File: src/include/remap_select_pkg.sv
// package: register map, field layout, pin location types for the remap block
package remap_select_pkg;

	// ------------------------------------------------------------------
	// register byte offsets
	// ------------------------------------------------------------------
	localparam logic [7:0] ROUTE_CTRL_OFFSET = 8'h04;
	localparam logic [7:0] SEL0_OFFSET       = 8'h08;
	localparam logic [7:0] SEL1_OFFSET       = 8'h0c;
	localparam logic [7:0] SEL2_OFFSET       = 8'h10;

	// ------------------------------------------------------------------
	// reset values and field layout
	// ------------------------------------------------------------------
	localparam logic [31:0] ROUTE_CTRL_RESET = 32'h0000_0000;
	localparam logic [31:0] SEL_RESET        = 32'h0000_0000;
	localparam logic [31:0] ROUTE_CTRL_MASK  = 32'h0000_00ff;
	localparam logic [31:0] SEL_MASK         = 32'h0000_ffff;
	localparam int SPI_ROUTE_BIT     = 0;
	localparam int TWO_WIRE_BIT      = 1;
	localparam int SERIAL_A_BIT      = 2;
	localparam int SERIAL_B_BIT      = 3;
	localparam int SERIAL_C_LSB      = 4;
	localparam int TIMER_ROUTE_LSB   = 6;
	localparam int SEL_FIELD_WIDTH   = 4;
	localparam int LINES_PER_REG     = 4;
	localparam int LINE_COUNT        = 12;
	localparam int PORT_WIDTH        = 16;

	// ------------------------------------------------------------------
	// two-bit route codes and port codes
	// ------------------------------------------------------------------
	localparam logic [1:0] ROUTE_DEFAULT = 2'h0;
	localparam logic [1:0] ROUTE_PARTIAL = 2'h1;
	localparam logic [1:0] ROUTE_UNUSED  = 2'h2;
	localparam logic [1:0] ROUTE_FULL    = 2'h3;
	localparam logic [3:0] PORT_A = 4'h0;
	localparam logic [3:0] PORT_B = 4'h1;
	localparam logic [3:0] PORT_C = 4'h2;
	localparam logic [3:0] PORT_D = 4'h3;
	localparam logic [3:0] PORT_E = 4'h4;

	// ------------------------------------------------------------------
	// bus encodings
	// ------------------------------------------------------------------
	localparam logic [2:0] HSIZE_WORD = 3'h2;
	localparam logic [1:0] HRESP_OKAY = 2'h0;

	// ------------------------------------------------------------------
	// carriers
	// ------------------------------------------------------------------
	typedef struct packed {
		logic [3:0] port;
		logic [3:0] pin;
	} pinLoc_t;

	typedef struct packed {
		logic [1:0] advancedTimerRoute;
		logic [1:0] serialPortCRoute;
		logic       serialPortBRoute;
		logic       serialPortARoute;
		logic       twoWirePortRoute;
		logic       serialPeriphPortRoute;
	} routeCtrl_t;

	typedef struct packed {
		logic [PORT_WIDTH-1:0] e;
		logic [PORT_WIDTH-1:0] d;
		logic [PORT_WIDTH-1:0] c;
		logic [PORT_WIDTH-1:0] b;
		logic [PORT_WIDTH-1:0] a;
	} portPins_t;

	function automatic pinLoc_t loc(input logic [3:0] port, input logic [3:0] pin);
		loc.port = port;
		loc.pin  = pin;
	endfunction : loc

endpackage : remap_select_pkg

File: src/hdl/line_source_mux.sv
// line source multiplexer: picks one port pin per interrupt line, registered
`timescale 1ns/1ps
module line_source_mux
	import remap_select_pkg::*;
#(
	parameter int LINES = LINE_COUNT
) (
	input  wire logic                        clk,
	input  wire logic                        rstn,
	input  wire portPins_t                   pins,
	input  wire logic [LINES-1:0][3:0]       select,
	output logic      [LINES-1:0]            lineOut
);

	// reserved codes give a quiet low line rather than a random pin
	function automatic logic pickSource(input portPins_t p, input logic [3:0] code,
	                                    input int idx);
		logic r;
		r = 1'b0;
		case (code)
			PORT_A:  r = p.a[idx];
			PORT_B:  r = p.b[idx];
			PORT_C:  r = p.c[idx];
			PORT_D:  r = p.d[idx];
			PORT_E:  r = p.e[idx];
			default: r = 1'b0;
		endcase
		return r;
	endfunction : pickSource

	// ------------------------------------------------------------------
	// per-line selection
	// ------------------------------------------------------------------
	always_ff @(posedge clk) begin
		if (!rstn) begin
			lineOut <= '0;
		end else begin
			for (int i = 0; i < LINES; i++) begin
				lineOut[i] <= pickSource(pins, select[i], i);
			end
		end
	end

endmodule : line_source_mux

File: src/hdl/alt_function_remap.sv
// alternate function remap control and interrupt line source selection
//
// Decided for this implementation: the AHB-Lite slave port.
`timescale 1ns/1ps
// Overview of operation
// - timer route 01 moves break, three outputs
// - timer route 11 puts everything on port E
// - serial C route 00 uses B10..B14
// - serial C route 01 moves three to C
// - serial C route 11 uses D8..D12
// - serial B bit picks A0-4 or D3-7
// - serial A bit picks A9/A10 or B6/B7
// - two-wire bit picks B6/B7 or B8/B9
// - peripheral bit picks port A or A15/B3-7
// - route fields change only on software writes
// - selector code picks port A to E
// - selector 0 at 0x08, lines 0-3
// - selector 1 at 0x0C, lines 4-7
// - selector 2 at 0x10, lines 8-11
// - timer route 00 keeps default pins
module alt_function_remap
	import remap_select_pkg::*;
(
	input  wire logic        clk,
	input  wire logic        rstn,
	input  wire logic        hsel,
	input  wire logic [31:0] haddr,
	input  wire logic [1:0]  htrans,
	input  wire logic        hwrite,
	input  wire logic [2:0]  hsize,
	input  wire logic [31:0] hwdata,
	input  wire logic        hready,
	output logic      [31:0] hrdata,
	output logic             hreadyout,
	output logic      [1:0]  hresp,
	input  wire portPins_t   portPins,
	output logic      [LINE_COUNT-1:0] extLine,
	output pinLoc_t   [8:0]  timerPins,
	output pinLoc_t   [4:0]  serialCPins,
	output pinLoc_t   [4:0]  serialBPins,
	output pinLoc_t   [1:0]  serialAPins,
	output pinLoc_t   [1:0]  twoWirePins,
	output pinLoc_t   [5:0]  periphPins,
	output routeCtrl_t       routeState
);

	// ------------------------------------------------------------------
	// register state
	// ------------------------------------------------------------------
	logic [31:0] routeCtrl;
	logic [31:0] sel0;
	logic [31:0] sel1;
	logic [31:0] sel2;
	logic [31:0] next_routeCtrl;
	logic [31:0] next_sel0;
	logic [31:0] next_sel1;
	logic [31:0] next_sel2;

	// ------------------------------------------------------------------
	// bus address phase capture
	// ------------------------------------------------------------------
	logic        dataWrite;
	logic        dataRead;
	logic [7:0]  dataAddr;
	logic        addrPhase;

	assign addrPhase = hsel && htrans[1] && hready;

	always_ff @(posedge clk) begin
		if (!rstn) begin
			dataWrite <= 1'b0;
			dataRead  <= 1'b0;
			dataAddr  <= 8'h00;
		end else begin
			// narrow writes are dropped: the selectors take whole words only
			dataWrite <= addrPhase && hwrite && (hsize == HSIZE_WORD);
			dataRead  <= addrPhase && !hwrite;
			if (addrPhase) begin
				dataAddr <= haddr[7:0];
			end
		end
	end

	// zero wait state slave, always OKAY
	always_ff @(posedge clk) begin
		if (!rstn) begin
			hreadyout <= 1'b1;
			hresp     <= HRESP_OKAY;
		end else begin
			hreadyout <= 1'b1;
			hresp     <= HRESP_OKAY;
		end
	end

	// ------------------------------------------------------------------
	// write decode
	// ------------------------------------------------------------------
	function automatic logic [31:0] merge(input logic [31:0] cur, input logic hit,
	                                      input logic [31:0] wdata, input logic [31:0] mask);
		return hit ? (wdata & mask) : cur;
	endfunction : merge

	// ------------------------------------------------------------------
	// write strobes
	// ------------------------------------------------------------------
	// one decode per word, so the merge below stays a plain select
	logic        hitRoute;
	logic        hitSel0;
	logic        hitSel1;
	logic        hitSel2;

	assign hitRoute = dataWrite && (dataAddr == ROUTE_CTRL_OFFSET);
	assign hitSel0  = dataWrite && (dataAddr == SEL0_OFFSET);
	assign hitSel1  = dataWrite && (dataAddr == SEL1_OFFSET);
	assign hitSel2  = dataWrite && (dataAddr == SEL2_OFFSET);

	always_comb begin
		// only a bus write reaches these, nothing inside the block moves them
		next_routeCtrl = merge(routeCtrl, hitRoute,
		                       hwdata, ROUTE_CTRL_MASK);
		next_sel0 = merge(sel0, hitSel0,
		                  hwdata, SEL_MASK);
		next_sel1 = merge(sel1, hitSel1,
		                  hwdata, SEL_MASK);
		next_sel2 = merge(sel2, hitSel2,
		                  hwdata, SEL_MASK);
	end

	always_ff @(posedge clk) begin
		if (!rstn) begin
			routeCtrl <= ROUTE_CTRL_RESET;
		end else begin
			routeCtrl <= next_routeCtrl;
		end
	end

	always_ff @(posedge clk) begin
		if (!rstn) begin
			sel0 <= SEL_RESET;
			sel1 <= SEL_RESET;
			sel2 <= SEL_RESET;
		end else begin
			sel0 <= next_sel0;
			sel1 <= next_sel1;
			sel2 <= next_sel2;
		end
	end

	// ------------------------------------------------------------------
	// read data
	// ------------------------------------------------------------------
	// read value taken from the next state so a read right behind a
	// write to the same word already sees the new contents
	logic [31:0] next_rdata;

	always_comb begin
		next_rdata = 32'h0000_0000;
		if (addrPhase && !hwrite) begin
			case (haddr[7:0])
				ROUTE_CTRL_OFFSET: next_rdata = next_routeCtrl;
				SEL0_OFFSET:       next_rdata = next_sel0;
				SEL1_OFFSET:       next_rdata = next_sel1;
				SEL2_OFFSET:       next_rdata = next_sel2;
				default:           next_rdata = 32'h0000_0000;
			endcase
		end
	end

	always_ff @(posedge clk) begin
		if (!rstn) begin
			hrdata <= 32'h0000_0000;
		end else if (addrPhase && !hwrite) begin
			hrdata <= next_rdata;
		end
	end

	// ------------------------------------------------------------------
	// route fields
	// ------------------------------------------------------------------
	routeCtrl_t route;

	always_comb begin
		route.advancedTimerRoute    = routeCtrl[TIMER_ROUTE_LSB +: 2];
		route.serialPortCRoute      = routeCtrl[SERIAL_C_LSB +: 2];
		route.serialPortBRoute      = routeCtrl[SERIAL_B_BIT];
		route.serialPortARoute      = routeCtrl[SERIAL_A_BIT];
		route.twoWirePortRoute      = routeCtrl[TWO_WIRE_BIT];
		route.serialPeriphPortRoute = routeCtrl[SPI_ROUTE_BIT];
	end

	always_ff @(posedge clk) begin
		if (!rstn) begin
			routeState <= '0;
		end else begin
			routeState <= route;
		end
	end

	// ------------------------------------------------------------------
	// advanced timer placement
	// ------------------------------------------------------------------
	// order: trigger, ch0..ch3, break, complementary out0..out2
	// unused code 10 falls back to the default map: no pin floats
	always_ff @(posedge clk) begin
		if (!rstn) begin
			timerPins <= {loc(PORT_B, 4'hf), loc(PORT_B, 4'he), loc(PORT_B, 4'hd),
			              loc(PORT_B, 4'hc), loc(PORT_A, 4'hb), loc(PORT_A, 4'ha),
			              loc(PORT_A, 4'h9), loc(PORT_A, 4'h8), loc(PORT_A, 4'hc)};
		end else begin
			case (route.advancedTimerRoute)
				ROUTE_PARTIAL: begin
					timerPins <= {loc(PORT_B, 4'h1), loc(PORT_B, 4'h0),
					              loc(PORT_A, 4'h7), loc(PORT_A, 4'h6),
					              loc(PORT_A, 4'hb), loc(PORT_A, 4'ha),
					              loc(PORT_A, 4'h9), loc(PORT_A, 4'h8),
					              loc(PORT_A, 4'hc)};
				end
				ROUTE_FULL: begin
					timerPins <= {loc(PORT_E, 4'hc), loc(PORT_E, 4'ha),
					              loc(PORT_E, 4'h8), loc(PORT_E, 4'hf),
					              loc(PORT_E, 4'he), loc(PORT_E, 4'hd),
					              loc(PORT_E, 4'hb), loc(PORT_E, 4'h9),
					              loc(PORT_E, 4'h7)};
				end
				default: begin
					timerPins <= {loc(PORT_B, 4'hf), loc(PORT_B, 4'he),
					              loc(PORT_B, 4'hd), loc(PORT_B, 4'hc),
					              loc(PORT_A, 4'hb), loc(PORT_A, 4'ha),
					              loc(PORT_A, 4'h9), loc(PORT_A, 4'h8),
					              loc(PORT_A, 4'hc)};
				end
			endcase
		end
	end

	// ------------------------------------------------------------------
	// serial port C placement
	// ------------------------------------------------------------------
	// order: tx, rx, clock, cts, rts
	always_ff @(posedge clk) begin
		if (!rstn) begin
			serialCPins <= {loc(PORT_B, 4'he), loc(PORT_B, 4'hd), loc(PORT_B, 4'hc),
			                loc(PORT_B, 4'hb), loc(PORT_B, 4'ha)};
		end else begin
			case (route.serialPortCRoute)
				ROUTE_PARTIAL: begin
					serialCPins <= {loc(PORT_B, 4'he), loc(PORT_B, 4'hd),
					                loc(PORT_C, 4'hc), loc(PORT_C, 4'hb),
					                loc(PORT_C, 4'ha)};
				end
				ROUTE_FULL: begin
					serialCPins <= {loc(PORT_D, 4'hc), loc(PORT_D, 4'hb),
					                loc(PORT_D, 4'ha), loc(PORT_D, 4'h9),
					                loc(PORT_D, 4'h8)};
				end
				default: begin
					serialCPins <= {loc(PORT_B, 4'he), loc(PORT_B, 4'hd),
					                loc(PORT_B, 4'hc), loc(PORT_B, 4'hb),
					                loc(PORT_B, 4'ha)};
				end
			endcase
		end
	end

	// ------------------------------------------------------------------
	// single-bit routes
	// ------------------------------------------------------------------
	// serial B order: tx, rx, clock, cts, rts
	always_ff @(posedge clk) begin
		if (!rstn) begin
			serialBPins <= {loc(PORT_A, 4'h1), loc(PORT_A, 4'h0), loc(PORT_A, 4'h4),
			                loc(PORT_A, 4'h3), loc(PORT_A, 4'h2)};
		end else if (route.serialPortBRoute) begin
			serialBPins <= {loc(PORT_D, 4'h4), loc(PORT_D, 4'h3), loc(PORT_D, 4'h7),
			                loc(PORT_D, 4'h6), loc(PORT_D, 4'h5)};
		end else begin
			serialBPins <= {loc(PORT_A, 4'h1), loc(PORT_A, 4'h0), loc(PORT_A, 4'h4),
			                loc(PORT_A, 4'h3), loc(PORT_A, 4'h2)};
		end
	end

	// serial A order: tx, rx
	always_ff @(posedge clk) begin
		if (!rstn) begin
			serialAPins <= {loc(PORT_A, 4'ha), loc(PORT_A, 4'h9)};
		end else if (route.serialPortARoute) begin
			serialAPins <= {loc(PORT_B, 4'h7), loc(PORT_B, 4'h6)};
		end else begin
			serialAPins <= {loc(PORT_A, 4'ha), loc(PORT_A, 4'h9)};
		end
	end

	// two-wire order: clock, data
	always_ff @(posedge clk) begin
		if (!rstn) begin
			twoWirePins <= {loc(PORT_B, 4'h7), loc(PORT_B, 4'h6)};
		end else if (route.twoWirePortRoute) begin
			twoWirePins <= {loc(PORT_B, 4'h9), loc(PORT_B, 4'h8)};
		end else begin
			twoWirePins <= {loc(PORT_B, 4'h7), loc(PORT_B, 4'h6)};
		end
	end

	// peripheral order: select, clock, miso, mosi, data2, data3
	always_ff @(posedge clk) begin
		if (!rstn) begin
			periphPins <= {loc(PORT_A, 4'h3), loc(PORT_A, 4'h2), loc(PORT_A, 4'h7),
			               loc(PORT_A, 4'h6), loc(PORT_A, 4'h5), loc(PORT_A, 4'h4)};
		end else if (route.serialPeriphPortRoute) begin
			periphPins <= {loc(PORT_B, 4'h7), loc(PORT_B, 4'h6), loc(PORT_B, 4'h5),
			               loc(PORT_B, 4'h4), loc(PORT_B, 4'h3),
			               loc(PORT_A, 4'hf)};
		end else begin
			periphPins <= {loc(PORT_A, 4'h3), loc(PORT_A, 4'h2), loc(PORT_A, 4'h7),
			               loc(PORT_A, 4'h6), loc(PORT_A, 4'h5),
			               loc(PORT_A, 4'h4)};
		end
	end

	// ------------------------------------------------------------------
	// pin synchroniser and line selection
	// ------------------------------------------------------------------
	// two flops: pins are asynchronous to clk
	portPins_t pinMeta;
	portPins_t pinSync;

	always_ff @(posedge clk) begin
		if (!rstn) begin
			pinMeta <= '0;
			pinSync <= '0;
		end else begin
			pinMeta <= portPins;
			pinSync <= pinMeta;
		end
	end

	logic [LINE_COUNT-1:0][3:0] lineSelect;

	// lines 0-3, 4-7, 8-11 from the three selector words, nibble by nibble
	assign lineSelect = {sel2[15:0], sel1[15:0], sel0[15:0]};

	// codes above 0100 give a low line; software keeps clear of them
	line_source_mux #(
		.LINES   (LINE_COUNT)
	) lineMux (
		.clk     (clk),
		.rstn    (rstn),
		.pins    (pinSync),
		.select  (lineSelect),
		.lineOut (extLine)
	);

endmodule : alt_function_remap

File: config.mk
export PLATFORM = sky130hd
export DESIGN_NAME = alt_function_remap
export DESIGN_NICKNAME = d
export VERILOG_FILES = /design/src/include/remap_select_pkg.sv /design/src/hdl/line_source_mux.sv /design/src/hdl/alt_function_remap.sv
export SDC_FILE = /design/constraint.sdc
export NUM_CORES = 1
export LEC_CHECK = 0
export ABC_AREA = 1
export BUFFER_PORTS_ARGS = -buffer_cell sky130_fd_sc_hd__buf_2
export CORE_MARGIN = 3
export CORE_UTILIZATION = 40
export CTS_BUF_LIST = sky130_fd_sc_hd__clkbuf_16
export DETAILED_ROUTE_END_ITERATION = 16
export PLACE_DENSITY = 0.64
export SYNTH_ARGS = -nofsm -noshare
export SYNTH_HDL_FRONTEND = slang
export SYNTH_HIERARCHICAL = 1
export SYNTH_SLANG_ARGS = --single-unit
File: constraint.sdc
create_clock -name clk -period 3.8 [get_ports clk]
set_clock_uncertainty 0.2 [all_clocks]
set_input_delay 0 -clock clk [delete_from_list [all_inputs] [get_ports clk]]
set_output_delay 0 -clock clk [all_outputs]
set_load 0.03 [all_outputs]
==> results of run 1 <==
-- timing repair --
| action | in CTS | in global routing |
|---|---|---|
| hold buffers | 176 | 0 |
| hold endpoints to repair | 185 | 0 |
| endpoints found under the setup margin | 0 | 0 |
| setup buffers | 0 | 0 |
-- critical path, stage by stage, from the launching register on --
cell and delay, ns:
dfxtp_1 0.30, inv_1 0.12, nand2_1 0.11, nor2_4 0.10, buf_4 0.32, nand2_2 0.55
nand3_1 0.22, nand2_1 0.07, o21ai_1 0.22, a21oi_1 0.10
-- metal layers --
layer	vias to the layer above	wire (um)
met5	-	0
li1	5861	-
met2	401	17650
met3	72	2247
met1	5356	15730
met4	0	1157
-- power breakdown --
part | internal, mW | switching (mW) | leakage (nW) | total (mW)
logic | 0.201 | 0.403 | 5.49 | 0.604
clock network | 1.96 | 1.38 | 0.579 | 3.34
registers | 3.45 | 0.0216 | 2.63 | 3.48
total | 5.61 | 1.81 | 8.70 | 7.42
-- worst paths after layout --
path                            slack, ns           to  cells after the start
worst max-delay path                 1.29   hrdata[16]                      9
worst min-delay path                 0.02  pinMeta[69]                      4
worst max register to register       1.29   hrdata[16]                      9
worst min register to register       0.21  pinSync[71]                      2
-- state kept, by name, indices dropped and copies added, names as in the netlist, 8 cells and up --
signal	count
pinMeta	60
pinSync	60
hrdata	32
routeCtrl	32
sel0	32
sel1	32
sel2	32
lineMux/lineOut	12
dataAddr	8
-- final cells by class --
cell class / instances / area [um^2]
diodes: 1 / 2.502
clock inverters: 26 / 201.4
flip-flops and latches: 323 / 6466
multi-input cells: 1097 / 4751
well taps: 448 / 560.5
clock buffers: 38 / 950.9
inverters: 264 / 996.0
repair buffers: 431 / 3063
fillers: 3191 / 16710
-- cells in the final DEF, fill, tap and decap left out, types with 38 or more instances in the layout --
cell and count:
nand2_1 460, dfxtp_1 323, inv_1 260, buf_2 245, dlygate4sd3_1 176, nor2_1 171, nand3_1 161, conb_1 133
o21ai_1 44, a21oi_1 42, clkbuf_16 38
-- per-stage QoR --
| stage | hold slack [ns] | cells | utilization | total power, mW |
|---|---|---|---|---|
| after detailed placement | -0.03166 | 2387 | 0.4177 | 3.994 |
| final | 0.01551 | 2628 | 0.5042 | 7.419 |
| after global placement | -0.02858 | 2387 | 0.4177 | 3.990 |
| after CTS | 0.002800 | 2627 | 0.5041 | 7.468 |
| after global routing | 0.01970 | 2628 | 0.5042 | 7.686 |
| after floorplan | -0.1236 | 1982 | - | 3.990 |
==> results.py, run 1 <==
metrics = {
    "critical_path": {
        "setup.worst_path.end_class": "flip-flop",
        "startpoint_type": "flip-flop",
        "reg2reg_from": "dataAddr[5]",
        "crit_required_ns": 3.92,
        "critPathLaunch": "dataAddr[5]",
        "crit_fanout": 40,
        "cp.arrival_ns": 2.63,
        "path_class": "flip-flop to flip-flop",
    },
    "grt": {
        "grt_pass1_vias": 10940,
        "antenna_found_initial": 1,
        "use_met2": 0.3331,
        "met1_usage": 0.2484,
        "grt_max_degree": 161,
        "grt_use_met3": 0.03063,
        "grt-ovfl-total": 0,
        "grt_usage": 0.1939,
        "grt_pass1_wl_mm": 57.20,
        "grt_busiest_layer": "met2",
    },
    "floorplan": {
        "rows": 67,
        "initial_utilization": 0.4072,
        "die-area_um2": 36560,
        "die_x_um": 191.2,
        "io_pins": 441,
        "chipHeight_um": 191.2,
        "core_um2": 33700,
    },
    "cells_and_area": {
        "drive_gt1_frac": 0.1588,
        "fin_area_um2": 16990,
        "syn_to_final_growth_pct": 23.83,
        "nNetsFinal": 2307,
    },
    "clock_tree": {
        "clock_path_buffers": 3,
        "cts_resized": 0,
        "cts-htree-levels": 2,
        "root_buffer": "clkbuf_16",
        "clk_pin_slew_worst_paths_ns": 0.06,
        "numCtsBuffers": 36,
        "clk_latency_ns": 0.52,
        "cts_tree": "built",
        "clkSinkCount": 323,
    },
    "route": {
        "drt-total-wl_mm": 36.78,
        "drtIter0Drc": 624,
        "wl_per_cell_um": 14.00,
        "drtPass1Iterations": 5,
        "drc_errors": 0,
        "vias": 11690,
        "postRouteAntennaNets": 0,
        "via_per_inst": 4.448,
    },
    "timing": {
        "max-slew-margin-rel": 0.2057,
        "setup_viol": 0,
        "fin_ws_ns": 1.291,
        "fmax_ghz": 0.3986,
        "final.min_clock_period_ns": 2.509,
        "final_hold_viol_count": 0,
        "period_share": 0.6602,
        "tns_ns": 0,
        "tightestPinTransition_ns": 1.192,
        "slew_violations": 0,
        "rsz0062_at_grt": "no",
    },
    "placement": {
        "numPortBuffers": 246,
        "place.gp.congestion": 0.8666,
        "placed_area_um2": 14070,
        "dp_slack_ns": 1.330,
        "post-dp-hpwl_mm": 22.61,
    },
    "hold_path": {
        "hp-start": "portPins[69]",
        "hold_class": "input pin to flip-flop",
    },
    "yosys": {
        "synthesis.area_um2": 13720,
        "synthCells": 1851,
        "synth_area_per_cell_um2": 7.413,
        "yosysWarningCount": 6,
    },
    "power_and_ir_drop": {
        "power_density_nw_per_um2": 436.6,
        "peakVddDrop_mv": 0.2756,
        "power_leakage_nw": 8.699,
    },
    "run": {
        "cap_viol_max_count": 0,
    },
    "outcome": {
        "status": "finished clean",
    },
}
Power figures use the tool's default switching activity.
==> run 2, diff against run 1 <==
==> constraint.sdc (replaced) <==
create_clock -name clk -period 2.48 [get_ports clk]
set_clock_uncertainty 0.2 [all_clocks]
set_input_delay 0 -clock clk [delete_from_list [all_inputs] [get_ports clk]]
set_output_delay 0 -clock clk [all_outputs]
set_load 0.03 [all_outputs]
==> run 2 against run 1 <==
Compared with the run above: setup slack got worse by 1.2 ns; highest routed layer unchanged; critical path depth fell by 2; utilization up 0.15 points; largest power group unchanged; die area stayed put; combinational power rose by 54%; design area up 0.29%; hold slack improved by 0.0024 ns.
==> results.py, run 2 (synthesis gave the netlist of run 1 again) <==
metrics = {
    "hold_path": {
        "whs_path_depth": 4,
        "hp-start": "portPins[33]",
        "hold_class": "input pin to flip-flop",
        "hold_path_end": "pinMeta[33]",
    },
    "placement": {
        "dp_slack_ns": 0.3084,
        "place.gp.congestion": 0.8539,
        "numPortBuffers": 246,
        "placed_area_um2": 14210,
        "post-dp-hpwl_mm": 22.92,
        "dp_cells": 2398,
    },
    "grt": {
        "grt_pass1_wl_mm": 55.86,
        "antenna_found_initial": 1,
        "grt_pass1_vias": 10580,
        "grt_usage": 0.1904,
        "grt_max_degree": 83,
        "grt-ovfl-total": 0,
    },
    "critical_path": {
        "crit_fanout": 82,
        "reg2reg_from": "dataAddr[2]",
        "crit_required_ns": 2.73,
        "path_class": "input pin to flip-flop",
        "startpoint_type": "input pin",
        "cp.arrival_ns": 2.64,
        "setup.worst_path.end_class": "flip-flop",
        "r2r-end": "hrdata[15]",
        "r2r_slack_ns": 0.28,
        "reg2regPathDepth": 10,
    },
    "timing": {
        "rsz0062_at_grt": "no",
        "tns_ns": 0,
        "final_hold_viol_count": 0,
        "fmax_ghz": 0.4194,
        "fin_ws_ns": 0.09572,
        "slew_violations": 0,
        "tightestPinTransition_ns": 0.6462,
        "final.min_clock_period_ns": 2.384,
        "setup_viol": 0,
        "hold_ws_ns": 0.01793,
        "period_share": 0.9614,
        "max-slew-margin-rel": 0.5677,
    },
    "route": {
        "drt-total-wl_mm": 36.06,
        "via_per_inst": 4.379,
        "postRouteAntennaNets": 0,
        "drtPass1Iterations": 5,
        "drtIter0Drc": 761,
        "drc_errors": 0,
        "wl_per_cell_um": 13.74,
        "vias": 11490,
    },
    "floorplan": {
        "chipHeight_um": 191.2,
        "initial_utilization": 0.4072,
        "io_pins": 441,
        "rows": 67,
        "core_um2": 33700,
        "die-area_um2": 36560,
        "die_x_um": 191.2,
    },
    "power_and_ir_drop": {
        "fin_total_pwr_mw": 11.50,
        "power_density_nw_per_um2": 674.7,
        "power_leakage_nw": 8.795,
        "peakVddDrop_mv": 0.4041,
    },
    "cells_and_area": {
        "nNetsFinal": 2306,
        "fin_area_um2": 17040,
        "finalCoreUtilization": 0.5057,
        "drive_gt1_frac": 0.1637,
        "layout_commonest_cell": "nand2_1",
        "syn_to_final_growth_pct": 24.19,
        "layout_common_cells": "460 x nand2_1, 323 x dfxtp_1, 259 x inv_1",
        "final_cells": 2624,
        "reg.largest.list": "pinMeta (60), pinSync (60)",
    },
    "clock_tree": {
        "clk_latency_ns": 0.52,
        "clk_pin_slew_worst_paths_ns": 0.06,
        "cts-htree-levels": 2,
        "root_buffer": "clkbuf_16",
        "numCtsBuffers": 35,
        "clkSinkCount": 323,
        "cts_tree": "built",
        "clock_path_buffers": 3,
    },
    "outcome": {
        "status": "finished clean",
    },
    "run": {
        "cap_viol_max_count": 0,
    },
}
[run 2: cell types whose count changed in the layout (fill, tap and decap cells not counted)]
| cell | delta |
|---|---|
| dlygate4sd3_1 | -12 |
| buf_12 | +6 |
| buf_4 | +6 |
| bufinv_16 | +3 |
| clkbuf_16 | -3 |
| clkinv_2 | -3 |
| clkinv_1 | -1 |
| inv_1 | -1 |
| inv_16 | +1 |
| inv_4 | +1 |
| inv_6 | -1 |
| nor2_2 | +1 |
| nor2_4 | -1 |
[run 2: per-layer routing]
layer | routed length, um | vias to the layer above | share of wire | track usage
met5 | 0 | - | 0 | 0
met4 | 1375 | 0 | 0.038 | 0.07423
met3 | 2329 | 68 | 0.065 | 0.03209
met2 | 16740 | 418 | 0.46 | 0.3184
met1 | 15610 | 5144 | 0.43 | 0.2456
li1 | - | 5860 | - | -
[run 2: cell type report]
type | instances | area, um^2
Antenna cell | 1 | 2.502
Clock buffer | 35 | 875.8
Clock inverter | 25 | 289.0
Fill cell | 3152 | 16660
Inverter | 264 | 993.5
Multi-Input combinational cell | 1097 | 4746
Sequential cell | 323 | 6466
Tap cell | 448 | 560.5
Timing Repair Buffer | 431 | 3108
[run 2: what timing repair did]
item	4_1_cts	5_1_grt
hold buffers	165	0
buffers inserted	0	0
endpoints found under the hold margin	187	0
resized for setup	0	0
[run 2: worst max-delay path by stage]
| stage | start | end | slack, ns |
|---|---|---|---|
| after floorplan | dataAddr[7] | hrdata[0] | 0.83 |
| after global placement | dataAddr[2] | hrdata[16] | 0.38 |
| after detailed placement | dataAddr[2] | hrdata[15] | 0.31 |
| after CTS | rstn | dataAddr[3] | 0.21 |
| after global routing | rstn | dataAddr[1] | 0.01 |
| final | rstn | dataAddr[1] | 0.1 |
[run 2: report_power, final]
| group | switching (mW) | internal, mW | total, mW |
|---|---|---|---|
| clock | 2.12 | 3.13 | 5.24 |
| sequential | 0.0317 | 5.29 | 5.32 |
| combinational | 0.616 | 0.313 | 0.929 |
[run 2: critical path, stage by stage]
cell and delay, ns:
dlygate4sd3_1 0.54, buf_4 0.25, buf_12 0.33, o21ai_0 0.16
dlygate4sd3_1 0.59, a21oi_1 0.14, dlygate4sd3_1 0.57
